## src/pmch_consts.svh

```systemverilog
// constants for the power module command handler
`ifndef PMCH_CONSTS_SVH
`define PMCH_CONSTS_SVH
// command codes
`define PMCH_CMD_ON_OFF_CONTROL 8'h01
`define PMCH_CMD_ON_OFF_CONFIG 8'h02
`define PMCH_CMD_OC_RESP 8'hE5
`define PMCH_CMD_UC_RESP 8'hE6
`define PMCH_CMD_AVG_OC 8'hE7
`define PMCH_CMD_AVG_UC 8'hE8
`define PMCH_CMD_ADV_OPT 8'hE9
`define PMCH_CMD_CAPTURE 8'hEA
`define PMCH_CMD_SAVED_IND 8'hEB
`define PMCH_CMD_PHASE 8'hF0
`define PMCH_CMD_CAPT_HANDLING 8'hF3
`define PMCH_CMD_FACTORY 8'hF4
`define PMCH_CMD_DRV_OV 8'hF5
`define PMCH_CMD_DRV_UV 8'hF6
`define PMCH_CMD_DRV_READ 8'hF7
`define PMCH_CMD_DRV_OV_RESP 8'hF8
`define PMCH_CMD_DRV_UV_RESP 8'hF9
`define PMCH_CMD_ACCESS 8'hFA
`define PMCH_CMD_PRIV_PASS 8'hFB
`define PMCH_CMD_PUB_PASS 8'hFC
`define PMCH_CMD_PROT_MASK 8'hFD
// on/off control codes
`define PMCH_OP_OFF_IMM 8'h04
`define PMCH_OP_OFF_SOFT 8'h44
`define PMCH_OP_ON_NOM 8'h84
`define PMCH_OP_ON_MLOW 8'h94
`define PMCH_OP_ON_MHIGH 8'hA4
// on/off configuration codes
`define PMCH_CFG_ALWAYS 8'h00
`define PMCH_CFG_PIN_SOFT 8'h16
`define PMCH_CFG_PIN_IMM 8'h17
`define PMCH_CFG_COMMAND 8'h1A
// reset values
`define PMCH_RST_OP 8'h04
`define PMCH_RST_CFG 8'h16
`define PMCH_RST_RESP 8'h80
`define PMCH_RST_AVG_OC 16'hDB20
`define PMCH_RST_AVG_UC 16'hDCE0
`define PMCH_RST_ADV_OPT 16'h0800
`define PMCH_RST_SAVED_IND 16'hFFFF
`define PMCH_RST_PHASE 8'h00
`define PMCH_RST_CAPT_HANDLING 8'h00
`define PMCH_RST_DRV_OV 16'hCB80
`define PMCH_RST_DRV_UV 16'hCA40
`define PMCH_RST_ACCESS 8'h01
`define PMCH_RST_PASS 16'h0000
`define PMCH_RST_PROT_MASK 16'hFFFF
// format field positions
`define PMCH_L11_EXP_MSB 15
`define PMCH_L11_EXP_LSB 11
`define PMCH_L11_MAN_MSB 10
`define PMCH_FIXED_EXP 5'sh13
// capture block
`define PMCH_CAPT_BYTES 32
`endif

```

## src/pmch_pkg.sv

```systemverilog
// types of the power module command handler
package pmch_pkg;
  // output state, gray along off -> on -> stopping
  typedef enum logic [1:0]
  {
    PMCH_OFF = 2'b00,
    PMCH_ON = 2'b01,
    PMCH_SOFT_STOP = 2'b11
  } pmch_state_t;
  // margin selection
  typedef enum logic [1:0]
  {
    PMCH_MARGIN_NOM = 2'b00,
    PMCH_MARGIN_LOW = 2'b01,
    PMCH_MARGIN_HIGH = 2'b10
  } pmch_margin_t;
endpackage : pmch_pkg

```

## src/pmch_handler.sv

```systemverilog
// command interpreter of the power module: settings store, on/off logic
`include "pmch_consts.svh"
module pmch_handler
(
  // clock and reset
  input wire logic ref_clk,
  input wire logic reset_n,
  // command port from the serial front end (same clock)
  input wire logic cmd_valid,
  input wire logic cmd_write,
  input wire logic cmd_send_byte,
  input wire logic [7:0] cmd_code,
  input wire logic [15:0] cmd_wdata,
  input wire logic [4:0] cmd_byte_idx,
  // answer
  output logic rsp_valid,
  output logic rsp_ack,
  output logic [15:0] rsp_rdata,
  // analog side
  input wire logic enable_pin,
  input wire logic [15:0] drive_supply_sample,
  input wire logic [255:0] capture_values,
  input wire logic soft_stop_done,
  // controls
  output logic output_enable,
  output logic soft_stop_active,
  output logic [1:0] margin_select,
  output logic settings_apply
);
  // *************************************
  // helpers
  // *************************************
  // linear-eleven exponent field
  function automatic logic [4:0] l11_exponent(input logic [15:0] w);
    l11_exponent = w[`PMCH_L11_EXP_MSB:`PMCH_L11_EXP_LSB];
  endfunction : l11_exponent
  // linear-eleven mantissa field
  function automatic logic [10:0] l11_mantissa(input logic [15:0] w);
    l11_mantissa = w[`PMCH_L11_MAN_MSB:0];
  endfunction : l11_mantissa

  // *************************************
  // pin synchroniser
  // *************************************
  logic en_meta_ff;
  logic en_sync_ff;
  always_ff @(posedge ref_clk or negedge reset_n)
  begin
    if (!reset_n)
    begin
      en_meta_ff <= 1'b0;
      en_sync_ff <= 1'b0;
    end
    else
    begin
      en_meta_ff <= enable_pin;
      en_sync_ff <= en_meta_ff;
    end
  end
  logic [15:0] gate_drive_supply_meta_ff;
  logic [15:0] gate_drive_supply_sync_ff;
  always_ff @(posedge ref_clk or negedge reset_n)
  begin
    if (!reset_n)
    begin
      gate_drive_supply_meta_ff <= 16'h0000;
      gate_drive_supply_sync_ff <= 16'h0000;
    end
    else
    begin
      gate_drive_supply_meta_ff <= drive_supply_sample;
      gate_drive_supply_sync_ff <= gate_drive_supply_meta_ff;
    end
  end
  // a word may be caught mid-change, so it is only taken once it reads the same twice;
  // a reading that never settles keeps showing the last steady word
  logic [15:0] gate_drive_supply_prev_ff;
  logic [15:0] gate_drive_supply_hold_ff;
  wire gate_drive_supply_steady = gate_drive_supply_sync_ff == gate_drive_supply_prev_ff;
  always_ff @(posedge ref_clk or negedge reset_n)
  begin
    if (!reset_n)
    begin
      gate_drive_supply_prev_ff <= 16'h0000;
      gate_drive_supply_hold_ff <= 16'h0000;
    end
    else
    begin
      gate_drive_supply_prev_ff <= gate_drive_supply_sync_ff;
      if (gate_drive_supply_steady) gate_drive_supply_hold_ff <= gate_drive_supply_sync_ff;
    end
  end

  // *************************************
  // settings registers
  // *************************************
  logic [7:0] op_ff;
  logic [7:0] cfg_ff;
  logic [7:0] oc_resp_ff;
  logic [7:0] uc_resp_ff;
  logic [15:0] avg_oc_ff;
  logic [15:0] avg_uc_ff;
  logic [15:0] adv_opt_ff;
  logic [7:0] phase_ff;
  logic [7:0] capt_ctl_ff;
  logic [15:0] drv_ov_ff;
  logic [15:0] drv_uv_ff;
  logic [7:0] drv_ov_resp_ff;
  logic [7:0] drv_uv_resp_ff;
  logic [15:0] priv_pass_ff;
  logic [15:0] pub_pass_ff;
  logic [15:0] prot_mask_ff;

  // write decode; read-only and unknown codes never match
  wire wr = cmd_valid && cmd_write && !cmd_send_byte;
  wire factory = cmd_valid && cmd_send_byte && cmd_code == `PMCH_CMD_FACTORY;
  wire is_op_code = cmd_wdata[7:0] == `PMCH_OP_OFF_IMM || cmd_wdata[7:0] == `PMCH_OP_OFF_SOFT
    || cmd_wdata[7:0] == `PMCH_OP_ON_NOM || cmd_wdata[7:0] == `PMCH_OP_ON_MLOW
    || cmd_wdata[7:0] == `PMCH_OP_ON_MHIGH;
  wire is_cfg_code = cmd_wdata[7:0] == `PMCH_CFG_ALWAYS || cmd_wdata[7:0] == `PMCH_CFG_PIN_SOFT
    || cmd_wdata[7:0] == `PMCH_CFG_PIN_IMM || cmd_wdata[7:0] == `PMCH_CFG_COMMAND;
  wire wr_op = wr && cmd_code == `PMCH_CMD_ON_OFF_CONTROL && is_op_code;
  wire wr_cfg = wr && cmd_code == `PMCH_CMD_ON_OFF_CONFIG && is_cfg_code;

  // stored settings; factory reload wins over a write
  always_ff @(posedge ref_clk or negedge reset_n)
  begin
    if (!reset_n)
    begin
      op_ff <= `PMCH_RST_OP;
      cfg_ff <= `PMCH_RST_CFG;
      oc_resp_ff <= `PMCH_RST_RESP;
      uc_resp_ff <= `PMCH_RST_RESP;
      avg_oc_ff <= `PMCH_RST_AVG_OC;
      avg_uc_ff <= `PMCH_RST_AVG_UC;
      adv_opt_ff <= `PMCH_RST_ADV_OPT;
      phase_ff <= `PMCH_RST_PHASE;
      capt_ctl_ff <= `PMCH_RST_CAPT_HANDLING;
      drv_ov_ff <= `PMCH_RST_DRV_OV;
      drv_uv_ff <= `PMCH_RST_DRV_UV;
      drv_ov_resp_ff <= `PMCH_RST_RESP;
      drv_uv_resp_ff <= `PMCH_RST_RESP;
      priv_pass_ff <= `PMCH_RST_PASS;
      pub_pass_ff <= `PMCH_RST_PASS;
      prot_mask_ff <= `PMCH_RST_PROT_MASK;
    end
    else if (factory)
    begin
      op_ff <= `PMCH_RST_OP;
      cfg_ff <= `PMCH_RST_CFG;
      oc_resp_ff <= `PMCH_RST_RESP;
      uc_resp_ff <= `PMCH_RST_RESP;
      avg_oc_ff <= `PMCH_RST_AVG_OC;
      avg_uc_ff <= `PMCH_RST_AVG_UC;
      adv_opt_ff <= `PMCH_RST_ADV_OPT;
      phase_ff <= `PMCH_RST_PHASE;
      capt_ctl_ff <= `PMCH_RST_CAPT_HANDLING;
      drv_ov_ff <= `PMCH_RST_DRV_OV;
      drv_uv_ff <= `PMCH_RST_DRV_UV;
      drv_ov_resp_ff <= `PMCH_RST_RESP;
      drv_uv_resp_ff <= `PMCH_RST_RESP;
      priv_pass_ff <= `PMCH_RST_PASS;
      pub_pass_ff <= `PMCH_RST_PASS;
      prot_mask_ff <= `PMCH_RST_PROT_MASK;
    end
    else if (wr)
    begin
      if (wr_op) op_ff <= cmd_wdata[7:0];
      if (wr_cfg) cfg_ff <= cmd_wdata[7:0];
      if (cmd_code == `PMCH_CMD_OC_RESP) oc_resp_ff <= cmd_wdata[7:0];
      if (cmd_code == `PMCH_CMD_UC_RESP) uc_resp_ff <= cmd_wdata[7:0];
      if (cmd_code == `PMCH_CMD_AVG_OC) avg_oc_ff <= cmd_wdata;
      if (cmd_code == `PMCH_CMD_AVG_UC) avg_uc_ff <= cmd_wdata;
      if (cmd_code == `PMCH_CMD_ADV_OPT) adv_opt_ff <= cmd_wdata;
      if (cmd_code == `PMCH_CMD_PHASE) phase_ff <= cmd_wdata[7:0];
      if (cmd_code == `PMCH_CMD_CAPT_HANDLING) capt_ctl_ff <= cmd_wdata[7:0];
      if (cmd_code == `PMCH_CMD_DRV_OV) drv_ov_ff <= cmd_wdata;
      if (cmd_code == `PMCH_CMD_DRV_UV) drv_uv_ff <= cmd_wdata;
      if (cmd_code == `PMCH_CMD_DRV_OV_RESP) drv_ov_resp_ff <= cmd_wdata[7:0];
      if (cmd_code == `PMCH_CMD_DRV_UV_RESP) drv_uv_resp_ff <= cmd_wdata[7:0];
      if (cmd_code == `PMCH_CMD_PRIV_PASS) priv_pass_ff <= cmd_wdata;
      if (cmd_code == `PMCH_CMD_PUB_PASS) pub_pass_ff <= cmd_wdata;
      if (cmd_code == `PMCH_CMD_PROT_MASK) prot_mask_ff <= cmd_wdata;
    end
  end

  // *************************************
  // read mux and acceptance
  // *************************************
  // one 8-bit lane of the capture block, selected by byte index
  wire [7:0] capt_byte = capture_values[{cmd_byte_idx, 3'b000} +: 8];
  logic [15:0] rd_mux;
  logic known;
  logic writable;
  always_comb
  begin
    rd_mux = 16'h0000;
    known = 1'b1;
    writable = 1'b1;
    unique case (cmd_code)
      `PMCH_CMD_ON_OFF_CONTROL: rd_mux = {8'h00, op_ff};
      `PMCH_CMD_ON_OFF_CONFIG: rd_mux = {8'h00, cfg_ff};
      `PMCH_CMD_OC_RESP: rd_mux = {8'h00, oc_resp_ff};
      `PMCH_CMD_UC_RESP: rd_mux = {8'h00, uc_resp_ff};
      `PMCH_CMD_AVG_OC: rd_mux = avg_oc_ff;
      `PMCH_CMD_AVG_UC: rd_mux = avg_uc_ff;
      `PMCH_CMD_ADV_OPT: rd_mux = adv_opt_ff;
      `PMCH_CMD_CAPTURE:
      begin
        rd_mux = {8'h00, capt_byte};
        writable = 1'b0;
      end
      `PMCH_CMD_SAVED_IND:
      begin
        rd_mux = `PMCH_RST_SAVED_IND;
        writable = 1'b0;
      end
      `PMCH_CMD_PHASE: rd_mux = {8'h00, phase_ff};
      `PMCH_CMD_CAPT_HANDLING: rd_mux = {8'h00, capt_ctl_ff};
      `PMCH_CMD_DRV_OV: rd_mux = drv_ov_ff;
      `PMCH_CMD_DRV_UV: rd_mux = drv_uv_ff;
      `PMCH_CMD_DRV_READ:
      begin
        rd_mux = gate_drive_supply_hold_ff;
        writable = 1'b0;
      end
      `PMCH_CMD_DRV_OV_RESP: rd_mux = {8'h00, drv_ov_resp_ff};
      `PMCH_CMD_DRV_UV_RESP: rd_mux = {8'h00, drv_uv_resp_ff};
      `PMCH_CMD_ACCESS:
      begin
        rd_mux = {8'h00, `PMCH_RST_ACCESS};
        writable = 1'b0;
      end
      `PMCH_CMD_PRIV_PASS: rd_mux = priv_pass_ff;
      `PMCH_CMD_PUB_PASS: rd_mux = pub_pass_ff;
      `PMCH_CMD_PROT_MASK: rd_mux = prot_mask_ff;
      default: known = 1'b0;
    endcase
  end
  // acceptance: reads of known codes always, writes only to writable ones
  wire accept = cmd_send_byte ? (cmd_code == `PMCH_CMD_FACTORY)
    : cmd_write ? (known && writable && (cmd_code == `PMCH_CMD_ON_OFF_CONTROL ? is_op_code
    : cmd_code == `PMCH_CMD_ON_OFF_CONFIG ? is_cfg_code : 1'b1))
    : known;

  // answer one cycle after the request
  always_ff @(posedge ref_clk or negedge reset_n)
  begin
    if (!reset_n)
    begin
      rsp_valid <= 1'b0;
      rsp_ack <= 1'b0;
      rsp_rdata <= 16'h0000;
    end
    else
    begin
      rsp_valid <= cmd_valid;
      rsp_ack <= cmd_valid && accept;
      rsp_rdata <= (cmd_valid && !cmd_write && !cmd_send_byte && known) ? rd_mux : 16'h0000;
    end
  end

  // *************************************
  // on/off control
  // *************************************
  // run request from the configured source
  wire op_on = op_ff[7];
  wire run_req = (cfg_ff == `PMCH_CFG_ALWAYS) ? 1'b1
    : (cfg_ff == `PMCH_CFG_COMMAND) ? op_on
    : en_sync_ff;
  // soft stop for pin soft option or control byte soft off
  wire stop_soft = (cfg_ff == `PMCH_CFG_PIN_SOFT) ? 1'b1
    : (cfg_ff == `PMCH_CFG_COMMAND) ? (op_ff == `PMCH_OP_OFF_SOFT) : 1'b0;
  wire [1:0] nxt_margin = (op_ff == `PMCH_OP_ON_MLOW) ? pmch_pkg::PMCH_MARGIN_LOW
    : (op_ff == `PMCH_OP_ON_MHIGH) ? pmch_pkg::PMCH_MARGIN_HIGH : pmch_pkg::PMCH_MARGIN_NOM;

  pmch_pkg::pmch_state_t state_ff;
  pmch_pkg::pmch_state_t nxt_state;
  always_comb
  begin
    nxt_state = state_ff;
    unique case (state_ff)
      pmch_pkg::PMCH_OFF: if (run_req) nxt_state = pmch_pkg::PMCH_ON;
      pmch_pkg::PMCH_ON: if (!run_req) nxt_state = stop_soft ? pmch_pkg::PMCH_SOFT_STOP : pmch_pkg::PMCH_OFF;
      pmch_pkg::PMCH_SOFT_STOP: if (soft_stop_done) nxt_state = pmch_pkg::PMCH_OFF;
      default: nxt_state = pmch_pkg::PMCH_OFF;
    endcase
  end

  // state and registered controls; settings latch on each enable
  always_ff @(posedge ref_clk or negedge reset_n)
  begin
    if (!reset_n)
    begin
      state_ff <= pmch_pkg::PMCH_OFF;
      output_enable <= 1'b0;
      soft_stop_active <= 1'b0;
      margin_select <= pmch_pkg::PMCH_MARGIN_NOM;
      settings_apply <= 1'b0;
    end
    else
    begin
      state_ff <= nxt_state;
      output_enable <= nxt_state == pmch_pkg::PMCH_ON || nxt_state == pmch_pkg::PMCH_SOFT_STOP;
      soft_stop_active <= nxt_state == pmch_pkg::PMCH_SOFT_STOP;
      margin_select <= nxt_margin;
      settings_apply <= state_ff == pmch_pkg::PMCH_OFF && nxt_state == pmch_pkg::PMCH_ON;
    end
  end

  // *************************************
  // checks
  // *************************************
  AST_ALWAYS_ON: assert property (@(posedge ref_clk) disable iff (!reset_n)
    (cfg_ff == `PMCH_CFG_ALWAYS && state_ff == pmch_pkg::PMCH_OFF) |=> output_enable)
    else $error("always-on configuration did not start");
  AST_IMM_OFF: assert property (@(posedge ref_clk) disable iff (!reset_n)
    (cfg_ff == `PMCH_CFG_PIN_IMM && state_ff == pmch_pkg::PMCH_ON && !en_sync_ff) |=> !output_enable)
    else $error("immediate off did not stop output");
  AST_SOFT_OFF: assert property (@(posedge ref_clk) disable iff (!reset_n)
    (cfg_ff == `PMCH_CFG_PIN_SOFT && state_ff == pmch_pkg::PMCH_ON && !en_sync_ff) |=> soft_stop_active)
    else $error("soft off not entered");
  AST_CMD_SRC: assert property (@(posedge ref_clk) disable iff (!reset_n)
    (cfg_ff == `PMCH_CFG_COMMAND && op_ff == `PMCH_OP_ON_NOM && state_ff == pmch_pkg::PMCH_OFF) |=> output_enable)
    else $error("control command did not start output");
  AST_MARGIN: assert property (@(posedge ref_clk) disable iff (!reset_n)
    (op_ff == `PMCH_OP_ON_MHIGH) |=> margin_select == pmch_pkg::PMCH_MARGIN_HIGH)
    else $error("margin high not selected");
  AST_READ_ANS: assert property (@(posedge ref_clk) disable iff (!reset_n)
    (cmd_valid && !cmd_write && !cmd_send_byte && known) |=> rsp_valid && rsp_ack)
    else $error("read not answered");
  AST_RO_REJECT: assert property (@(posedge ref_clk) disable iff (!reset_n)
    (cmd_valid && cmd_write && !cmd_send_byte && cmd_code == `PMCH_CMD_ACCESS) |=> !rsp_ack)
    else $error("write to read-only accepted");
  AST_FACTORY: assert property (@(posedge ref_clk) disable iff (!reset_n)
    factory |=> (avg_oc_ff == `PMCH_RST_AVG_OC && phase_ff == `PMCH_RST_PHASE && cfg_ff == `PMCH_RST_CFG))
    else $error("factory reload incomplete");
  AST_APPLY: assert property (@(posedge ref_clk) disable iff (!reset_n)
    settings_apply |-> output_enable && !$past(output_enable))
    else $error("apply pulse without enable edge");
  AST_APPLY_ONCE: assert property (@(posedge ref_clk) disable iff (!reset_n)
    settings_apply |=> !settings_apply)
    else $error("apply pulse longer than one cycle");
  AST_IMM_CTRL: assert property (@(posedge ref_clk) disable iff (!reset_n)
    (cfg_ff == `PMCH_CFG_COMMAND && op_ff == `PMCH_OP_OFF_IMM && state_ff == pmch_pkg::PMCH_ON) |=> !output_enable)
    else $error("immediate off code did not stop output");
  AST_SOFT_CTRL: assert property (@(posedge ref_clk) disable iff (!reset_n)
    (cfg_ff == `PMCH_CFG_COMMAND && op_ff == `PMCH_OP_OFF_SOFT && state_ff == pmch_pkg::PMCH_ON)
    |=> soft_stop_active)
    else $error("soft off code did not start soft stop");
  AST_MARGIN_LOW: assert property (@(posedge ref_clk) disable iff (!reset_n)
    (op_ff == `PMCH_OP_ON_MLOW) |=> margin_select == pmch_pkg::PMCH_MARGIN_LOW)
    else $error("margin low not selected");
  AST_SB_REJECT: assert property (@(posedge ref_clk) disable iff (!reset_n)
    (cmd_valid && cmd_send_byte && cmd_code != `PMCH_CMD_FACTORY) |=> !rsp_ack)
    else $error("unknown send-byte accepted");
  AST_CAPT_RO: assert property (@(posedge ref_clk) disable iff (!reset_n)
    (cmd_valid && cmd_write && !cmd_send_byte && cmd_code == `PMCH_CMD_CAPTURE) |=> !rsp_ack)
    else $error("write to capture block accepted");
  AST_BAD_OP: assert property (@(posedge ref_clk) disable iff (!reset_n)
    (wr && cmd_code == `PMCH_CMD_ON_OFF_CONTROL && !is_op_code) |=> $stable(op_ff))
    else $error("illegal control code stored");
  AST_BAD_CFG: assert property (@(posedge ref_clk) disable iff (!reset_n)
    (wr && cmd_code == `PMCH_CMD_ON_OFF_CONFIG && !is_cfg_code) |=> $stable(cfg_ff))
    else $error("illegal configuration code stored");
  AST_WR_NO_DATA: assert property (@(posedge ref_clk) disable iff (!reset_n)
    (cmd_valid && (cmd_write || cmd_send_byte)) |=> rsp_rdata == 16'h0000)
    else $error("write answered with data");
  AST_ONE_ANSWER: assert property (@(posedge ref_clk) disable iff (!reset_n)
    rsp_valid |-> $past(cmd_valid))
    else $error("answer without request");
  AST_RESP_RELOAD: assert property (@(posedge ref_clk) disable iff (!reset_n)
    factory |=> (oc_resp_ff == `PMCH_RST_RESP && uc_resp_ff == `PMCH_RST_RESP))
    else $error("fault responses not reloaded");
  AST_L11_RELOAD: assert property (@(posedge ref_clk) disable iff (!reset_n)
    factory |=> (l11_exponent(drv_ov_ff) == l11_exponent(`PMCH_RST_DRV_OV)
    && l11_mantissa(drv_ov_ff) == l11_mantissa(`PMCH_RST_DRV_OV)))
    else $error("drive supply limit fields not reloaded");
endmodule : pmch_handler

```

## config.mk

```make
export PLATFORM = sky130hd
export DESIGN_NAME = pmch_handler
export DESIGN_NICKNAME = d
export VERILOG_FILES = /design/src/pmch_pkg.sv /design/src/pmch_handler.sv
export VERILOG_INCLUDE_DIRS = /design/src /design/src/src
export SDC_FILE = /design/constraint.sdc
export NUM_CORES = 1
export LEC_CHECK = 0
export BUFFER_PORTS_ARGS = -buffer_cell sky130_fd_sc_hd__buf_2
export CORE_UTILIZATION = 55
export CTS_CLUSTER_SIZE = 40
export DETAILED_ROUTE_END_ITERATION = 10
export PLACE_DENSITY_LB_ADDON = 0.05
export SLEW_MARGIN = 10
export SYNTH_ARGS = -nofsm -noshare
export SYNTH_HDL_FRONTEND = slang
export SYNTH_SLANG_ARGS = --single-unit
```

## constraint.sdc

```tcl
create_clock -name ref_clk -period 4.9 [get_ports ref_clk]
set_input_delay 0.245 -clock ref_clk [delete_from_list [all_inputs] [get_ports ref_clk]]
set_output_delay 0.245 -clock ref_clk [all_outputs]
set_load 0.005 [all_outputs]
```

==> impl_metrics.ini, run 1 <==
[clock_network]
clockBufferDepth = 3
clkLatencyLatePin_ns = 0.58
numCtsBuffers = 30
htreeDepth = 1
cts_root_buffer = clkbuf_16
clk_pin_slew_ns = 0.06
cts_setup_buffers = 0
cts_tree = yes
cts.sinks = 282

[power]
power_frac_seq = 0.443
leakagePower_nw = 8.017
power_density_mw_per_mm2 = 307.1
power_mw = 5.549
clockPowerShare = 0.448
intPower_mw = 4.191
vdd_drop_max_uv = 356.8
swShare = 0.2446
pwr-share-comb = 0.109
power_switching_mw = 1.357

[detailed_routing]
vias_per_cell = 6.340
ant_nets = 0
vias = 13660
routed_wl_mm = 52.16
drtIter0Drc = 1556
drt-pass1-iter-count = 6
wl_per_cell_um = 24.21
drc_errors = 0

[run]
max-cap-violations = 0

[floorplanning]
rows = 60
start_util = 0.5607
dieArea_mm2 = 0.02814
coreArea_mm2 = 0.02695
ios = 331
die_h_um = 167.8
die_w_um = 167.8

[placed_design]
place_area_mm2 = 0.01670
portBuffers = 330
place_congestion = 1.026
dp_slack_ns = 1.943
hpwl_mm = 36.14

[sta]
clock.fmax_mhz = 384.2
setup_violations = 0
finalHoldViolCount = 0
fin_setup_tns_ns = 0
fin_skew_ns = 0.02756
period_share = 0.5312
fin_ws_ns = 2.297
rsz0062_at_grt = false
maxSlewViolCount = 0
worst_pin_slew_ns = 1.118
maxSlewHeadroom = 0.2548
fin_crit_ns = 2.603

[worst_setup_path]
setup.worst_path.class = in2reg
r2r_end = rsp_rdata[3]$_DFF_PN0_
arrival_ns = 3.10
cp_max_fo = 39
cp-start-kind = input port
end_kind = flip-flop
rr_worst_depth = 6
r2r_setup_slack_ns = 2.88
worstReg2RegStart = pub_pass_ff[3]$_DFFE_PN0P_
cp.required_ns = 5.40

[worst_hold_path]
hp-class = in2reg
hold_path_end = rsp_ack$_DFF_PN0_
hp-start = cmd_write
min_delay_path_depth = 3

[global_route]
antenna_found_initial = 2
grt_max_degree = 118
grt_pass1_wl_mm = 80.17
grt_pass1_vias = 13500
grt-ovfl-total = 0
grt_usage = 0.3745

[yosys]
synth_edf_count = 0
syn_inst = 1505
ys.flop_type = dfrtp_1
yosysWarningCount = 0
synth-seq-area-share = 0.4712
ys_types = 79
synth.avg_cell_area_um2 = 10.04
syn-num-nets = 1813
syn_area_mm2 = 0.01511
async_flop_share = 1.000
ys_ff_latch = 282

[finish]
nets = 2096
area_growth_pct = 19.58
num-fill-cells = 2197
finalInstanceArea_mm2 = 0.01807
drive_gt1_frac = 0.3184

[outcome]
status = finished clean
power by group through the flow:
| stage | Combinational, mW | Sequential (mW) | Clock, mW |
|---|---|---|---|
| after global placement | 0.573 | 2.50 | 0 |
| final | 0.606 | 2.46 | 2.49 |
| after detailed placement | 0.579 | 2.50 | 0 |
| after floorplan | 0.315 | 2.48 | 0 |
| after CTS | 0.599 | 2.46 | 2.50 |
| after global routing | 0.652 | 2.46 | 2.60 |
critical path: stages:
cell and delay [ns]:
buf_2 0.66, nor2b_1 0.68, nand2_1 0.59, nor2_4 0.58, nand2_1 0.15, a21oi_1 0.17
synth_stat cells (all sizes together) (5+ instances only):
cell | n | area [um^2]
nand2 | 347 | 1318
dfrtp | 231 | 5781
a21oi | 130 | 650.6
nand3 | 87 | 452.9
buf | 86 | 540.5
nor2 | 76 | 377.9
mux4 | 61 | 1385
mux2i | 59 | 590.6
dfstp | 51 | 1340
clkbuf | 45 | 168.9
o21ai | 44 | 220.2
a22oi | 36 | 270.3
a221oi | 21 | 190.2
mux2 | 20 | 225.2
nor3 | 18 | 122.6
nor2b | 16 | 100.1
xnor2 | 16 | 140.1
o22ai | 15 | 93.84
a31oi | 14 | 93.84
a211oi | 12 | 95.09
o211ai | 12 | 90.09
and3 | 10 | 67.56
nand4 | 10 | 83.83
a22o | 9 | 78.83
nand2b | 9 | 61.31
inv | 8 | 30.03
and2 | 6 | 37.54
o31ai | 6 | 58.81
or3 | 6 | 42.54
a2111oi | 5 | 62.56
worst max path at each step:
stage | startpoint | endpoint | slack, ns
2_1_floorplan | gate_drive_supply_sync_ff[8]$_DFF_PN0_ | gate_drive_supply_hold_ff[10]$_DFFE_PN0N_ | 2.98
3_3_place_gp | cmd_code[0] | adv_opt_ff[5]$_DFFE_PN0P_ | 2.00
3_5_place_dp | cmd_code[0] | adv_opt_ff[1]$_DFFE_PN0P_ | 1.94
4_1_cts | cmd_valid | pub_pass_ff[5]$_DFFE_PN0P_ | 2.48
5_1_grt | cmd_code[0] | adv_opt_ff[12]$_DFFE_PN0P_ | 2.28
6_report | cmd_code[0] | adv_opt_ff[6]$_DFFE_PN0P_ | 2.30
state kept, by name, summed over array words and instances (netlist names), 8 cells and up:
name and cells:
avg_oc_ff 16, prot_mask_ff 16, priv_pass_ff 16, adv_opt_ff 16, gate_drive_supply_sync_ff 16, drv_uv_ff 16, cfg_ff 8, phase_ff 8
gate_drive_supply_hold_ff 16, drv_ov_ff 16, avg_uc_ff 16, drv_uv_resp_ff 8, gate_drive_supply_meta_ff 16, pub_pass_ff 16, drv_ov_resp_ff 8, gate_drive_supply_prev_ff 16
oc_resp_ff 8, rsp_rdata 16, capt_ctl_ff 8, uc_resp_ff 8, op_ff 8
per-stage QoR:
stage | hold WS [ns] | std cells | utilization
3_5_place_dp | 0.3347 | 2070 | 0.6198
5_1_grt | 0.03955 | 2154 | 0.6705
2_1_floorplan | -0.05059 | 1505 | -
4_1_cts | 0.01852 | 2153 | 0.6704
3_3_place_gp | 0.3327 | 2070 | 0.6198
6_report | 0.02175 | 2154 | 0.6705
layer usage:
layer | global-route usage | wire length (um) | up-vias
li1 | - | - | 5963
met1 | 0.5293 | 21220 | 6696
met2 | 0.5629 | 23460 | 866
met3 | 0.07610 | 5327 | 131
met4 | 0.1627 | 2144 | 0
met5 | 0 | 0 | -
final cells by class:
cell class                      instances  area, um^2  area share
Multi-Input combinational cell       1084        7262      0.4019
Timing Repair Buffer                  382        2135      0.1181
Clock buffer                           39       824.5     0.04563
Sequential cell                       282        7121      0.3941
Clock inverter                         17       269.0     0.01489
Tap cell                              341       426.7     0.02361
Antenna cell                            1       2.502   0.0001385
Inverter                                8       30.03    0.001662
repair_timing:
item	4_1_cts	5_1_grt
gates resized for setup	0	0
hold endpoints to repair	153	0
hold buffers	27	0
setup endpoints to repair	0	0
placed cells by master, fill, tap and decap left out, types with 4 or more instances in the layout:
cell type        n
nand2_1        343
buf_2          328
dfrtp_1        231
a21oi_1        130
nand3_1         85
nor2_1          62
mux2i_1         59
mux4_2          58
dfstp_2         51
o21ai_0         44
a22oi_1         36
clkbuf_16       30
dlygate4sd3_1   27
buf_4           25
a221oi_1        20
mux2_2          20
nor2b_1         16
xnor2_1         16
o22ai_1         15
nor3_1          13
a31oi_1         13
o211ai_1        12
a211oi_1        11
and3_1           9
a22o_1           9
nand4_1          8
inv_1            7
nand2b_1         7
clkinv_2         7
nor2_4           6
nor2_2           6
and2_1           6
bufinv_16        6
or3_1            5
o31ai_1          5
clkbuf_1         5
a2111oi_0        4
clkbuf_8         4
cells by family after synthesis:
logic type,count (synthesis),synth area share
simple gates,597,0.1830
buf+inv,139,0.04894
mux,140,0.1456
compound gates,331,0.1419
xor+xnor,16,0.009274
flops,282,0.4712
Power figures use the tool's default switching activity.
==> run 2: changes to the inputs <==
==> constraint.sdc (replaced) <==
create_clock -name ref_clk -period 2.4 [get_ports ref_clk]
set_input_delay 0.12 -clock ref_clk [delete_from_list [all_inputs] [get_ports ref_clk]]
set_output_delay 0.12 -clock ref_clk [all_outputs]
set_load 0.005 [all_outputs]
==> impl_metrics.ini, run 2 (synthesis results as in run 1) <==
[sta]
fin_ws_ns = 0.3387
worst_pin_slew_ns = 1.052
whs_ns = 0.02723
maxSlewHeadroom = 0.2895
fin_skew_ns = 0.01054
setup_violations = 0
clock.fmax_mhz = 485.1
maxSlewViolCount = 0
period_share = 0.8589
finalHoldViolCount = 0
rsz0062_at_grt = false
fin_crit_ns = 2.061
fin_setup_tns_ns = 0

[worst_setup_path]
end_kind = flip-flop
cp.required_ns = 2.86
arrival_ns = 2.52
setup.worst_path.class = reg2reg
cp-start-kind = flip-flop
cp_max_fo = 2

[clock_network]
clkLatencyLatePin_ns = 0.57
cts.sinks = 282
numCtsBuffers = 29
cts_root_buffer = clkbuf_16
cts_setup_buffers = 0
htreeDepth = 1
clockBufferDepth = 3
cts_resized = 0
cts_hold_buf = 33
cts_tree = yes
clk_pin_slew_ns = 0.06

[finish]
mostFrequentLayoutCells = nand2_1, buf_2, dfrtp_1
nets = 2163
area_growth_pct = 23.68
num-fill-cells = 2091
final_common_cell = nand2_1
finalInstanceArea_mm2 = 0.01869
final_cells = 2221
final_util = 0.6935
drive_gt1_frac = 0.3381

[placed_design]
dp_slack_ns = 0.02731
portBuffers = 330
placed_cells = 2132
hpwl_mm = 39.30
place_area_mm2 = 0.01733
place_congestion = 0.9707

[global_route]
grt_max_degree = 81
grt_usage = 0.3986
antenna_found_initial = 3
grt-ovfl-total = 0
grt_pass1_vias = 14360
grt_pass1_wl_mm = 84.68

[detailed_routing]
routed_wl_mm = 55.41
drtIter0Drc = 1570
drc_errors = 0
ant_nets = 0
vias = 14120
drt-pass1-iter-count = 6
vias_per_cell = 6.358
wl_per_cell_um = 24.95

[power]
intPower_mw = 8.464
clockPowerShare = 0.434
vdd_drop_max_uv = 607.2
power_density_mw_per_mm2 = 599.4
pwr-share-comb = 0.118
power_frac_seq = 0.448
power_switching_mw = 2.738
leakagePower_nw = 8.379
swShare = 0.2444
power_mw = 11.20

[floorplanning]
ios = 331
die_w_um = 167.8
start_util = 0.5607
rows = 60
die_h_um = 167.8
dieArea_mm2 = 0.02814
coreArea_mm2 = 0.02695

[run]
max-cap-violations = 0

[outcome]
status = finished clean

[worst_hold_path]
hp-class = in2reg
-- run 2: power by group through the flow --
stage          clock, mW  sequential, mW  combinational (mW)
3_3_place_gp           0            5.10                1.24
3_5_place_dp           0            5.10                1.26
6_report            4.86            5.02                1.32
2_1_floorplan          0            5.07               0.643
4_1_cts             4.87            5.02                1.30
5_1_grt             5.02            5.03                1.41
-- run 2: worst max-delay path, cell delays in order, from the launching register on --
cell and delay (ns):
dfstp_2 0.55, a31oi_1 0.08, o311ai_0 0.87, a2111oi_0 0.16
a31oi_1 0.30
-- run 2: area by class of cell --
| type | count | area (um^2) | area share |
|---|---|---|---|
| inverter | 8 | 30.03 | 0.001607 |
| clock inverter | 14 | 210.2 | 0.01125 |
| timing repair buffer | 450 | 2823 | 0.1510 |
| tap | 341 | 426.7 | 0.02283 |
| multi-input combinational | 1084 | 7257 | 0.3883 |
| antenna | 2 | 5.005 | 0.0002678 |
| sequential | 282 | 7121 | 0.3810 |
| clock buffer | 40 | 817.0 | 0.04372 |
-- run 2: per-layer routing --
metal  routed length (um)  global-route usage
met5                   11                   0
met4                 2571              0.1763
met3                 5808             0.08816
met2                25470              0.6303
met1                21550              0.5291
-- run 2: final timing paths --
kind,start,endpoint,slack [ns],depth (start not counted)
max in group asynchronous,reset_n,avg_oc_ff[5]$_DFFE_PN1P_,1.40,3
min in group asynchronous,reset_n,margin_select[0]$_DFF_PN0_,0.14,2
setup reg to reg,prot_mask_ff[0]$_DFFE_PN1P_,rsp_rdata[0]$_DFF_PN0_,0.34,4
hold / removal,cmd_wdata[4],pub_pass_ff[4]$_DFFE_PN0P_,0.03,3
hold reg to reg,gate_drive_supply_meta_ff[1]$_DFF_PN0_,gate_drive_supply_sync_ff[1]$_DFF_PN0_,0.34,0
setup / recovery,prot_mask_ff[0]$_DFFE_PN1P_,rsp_rdata[0]$_DFF_PN0_,0.34,4
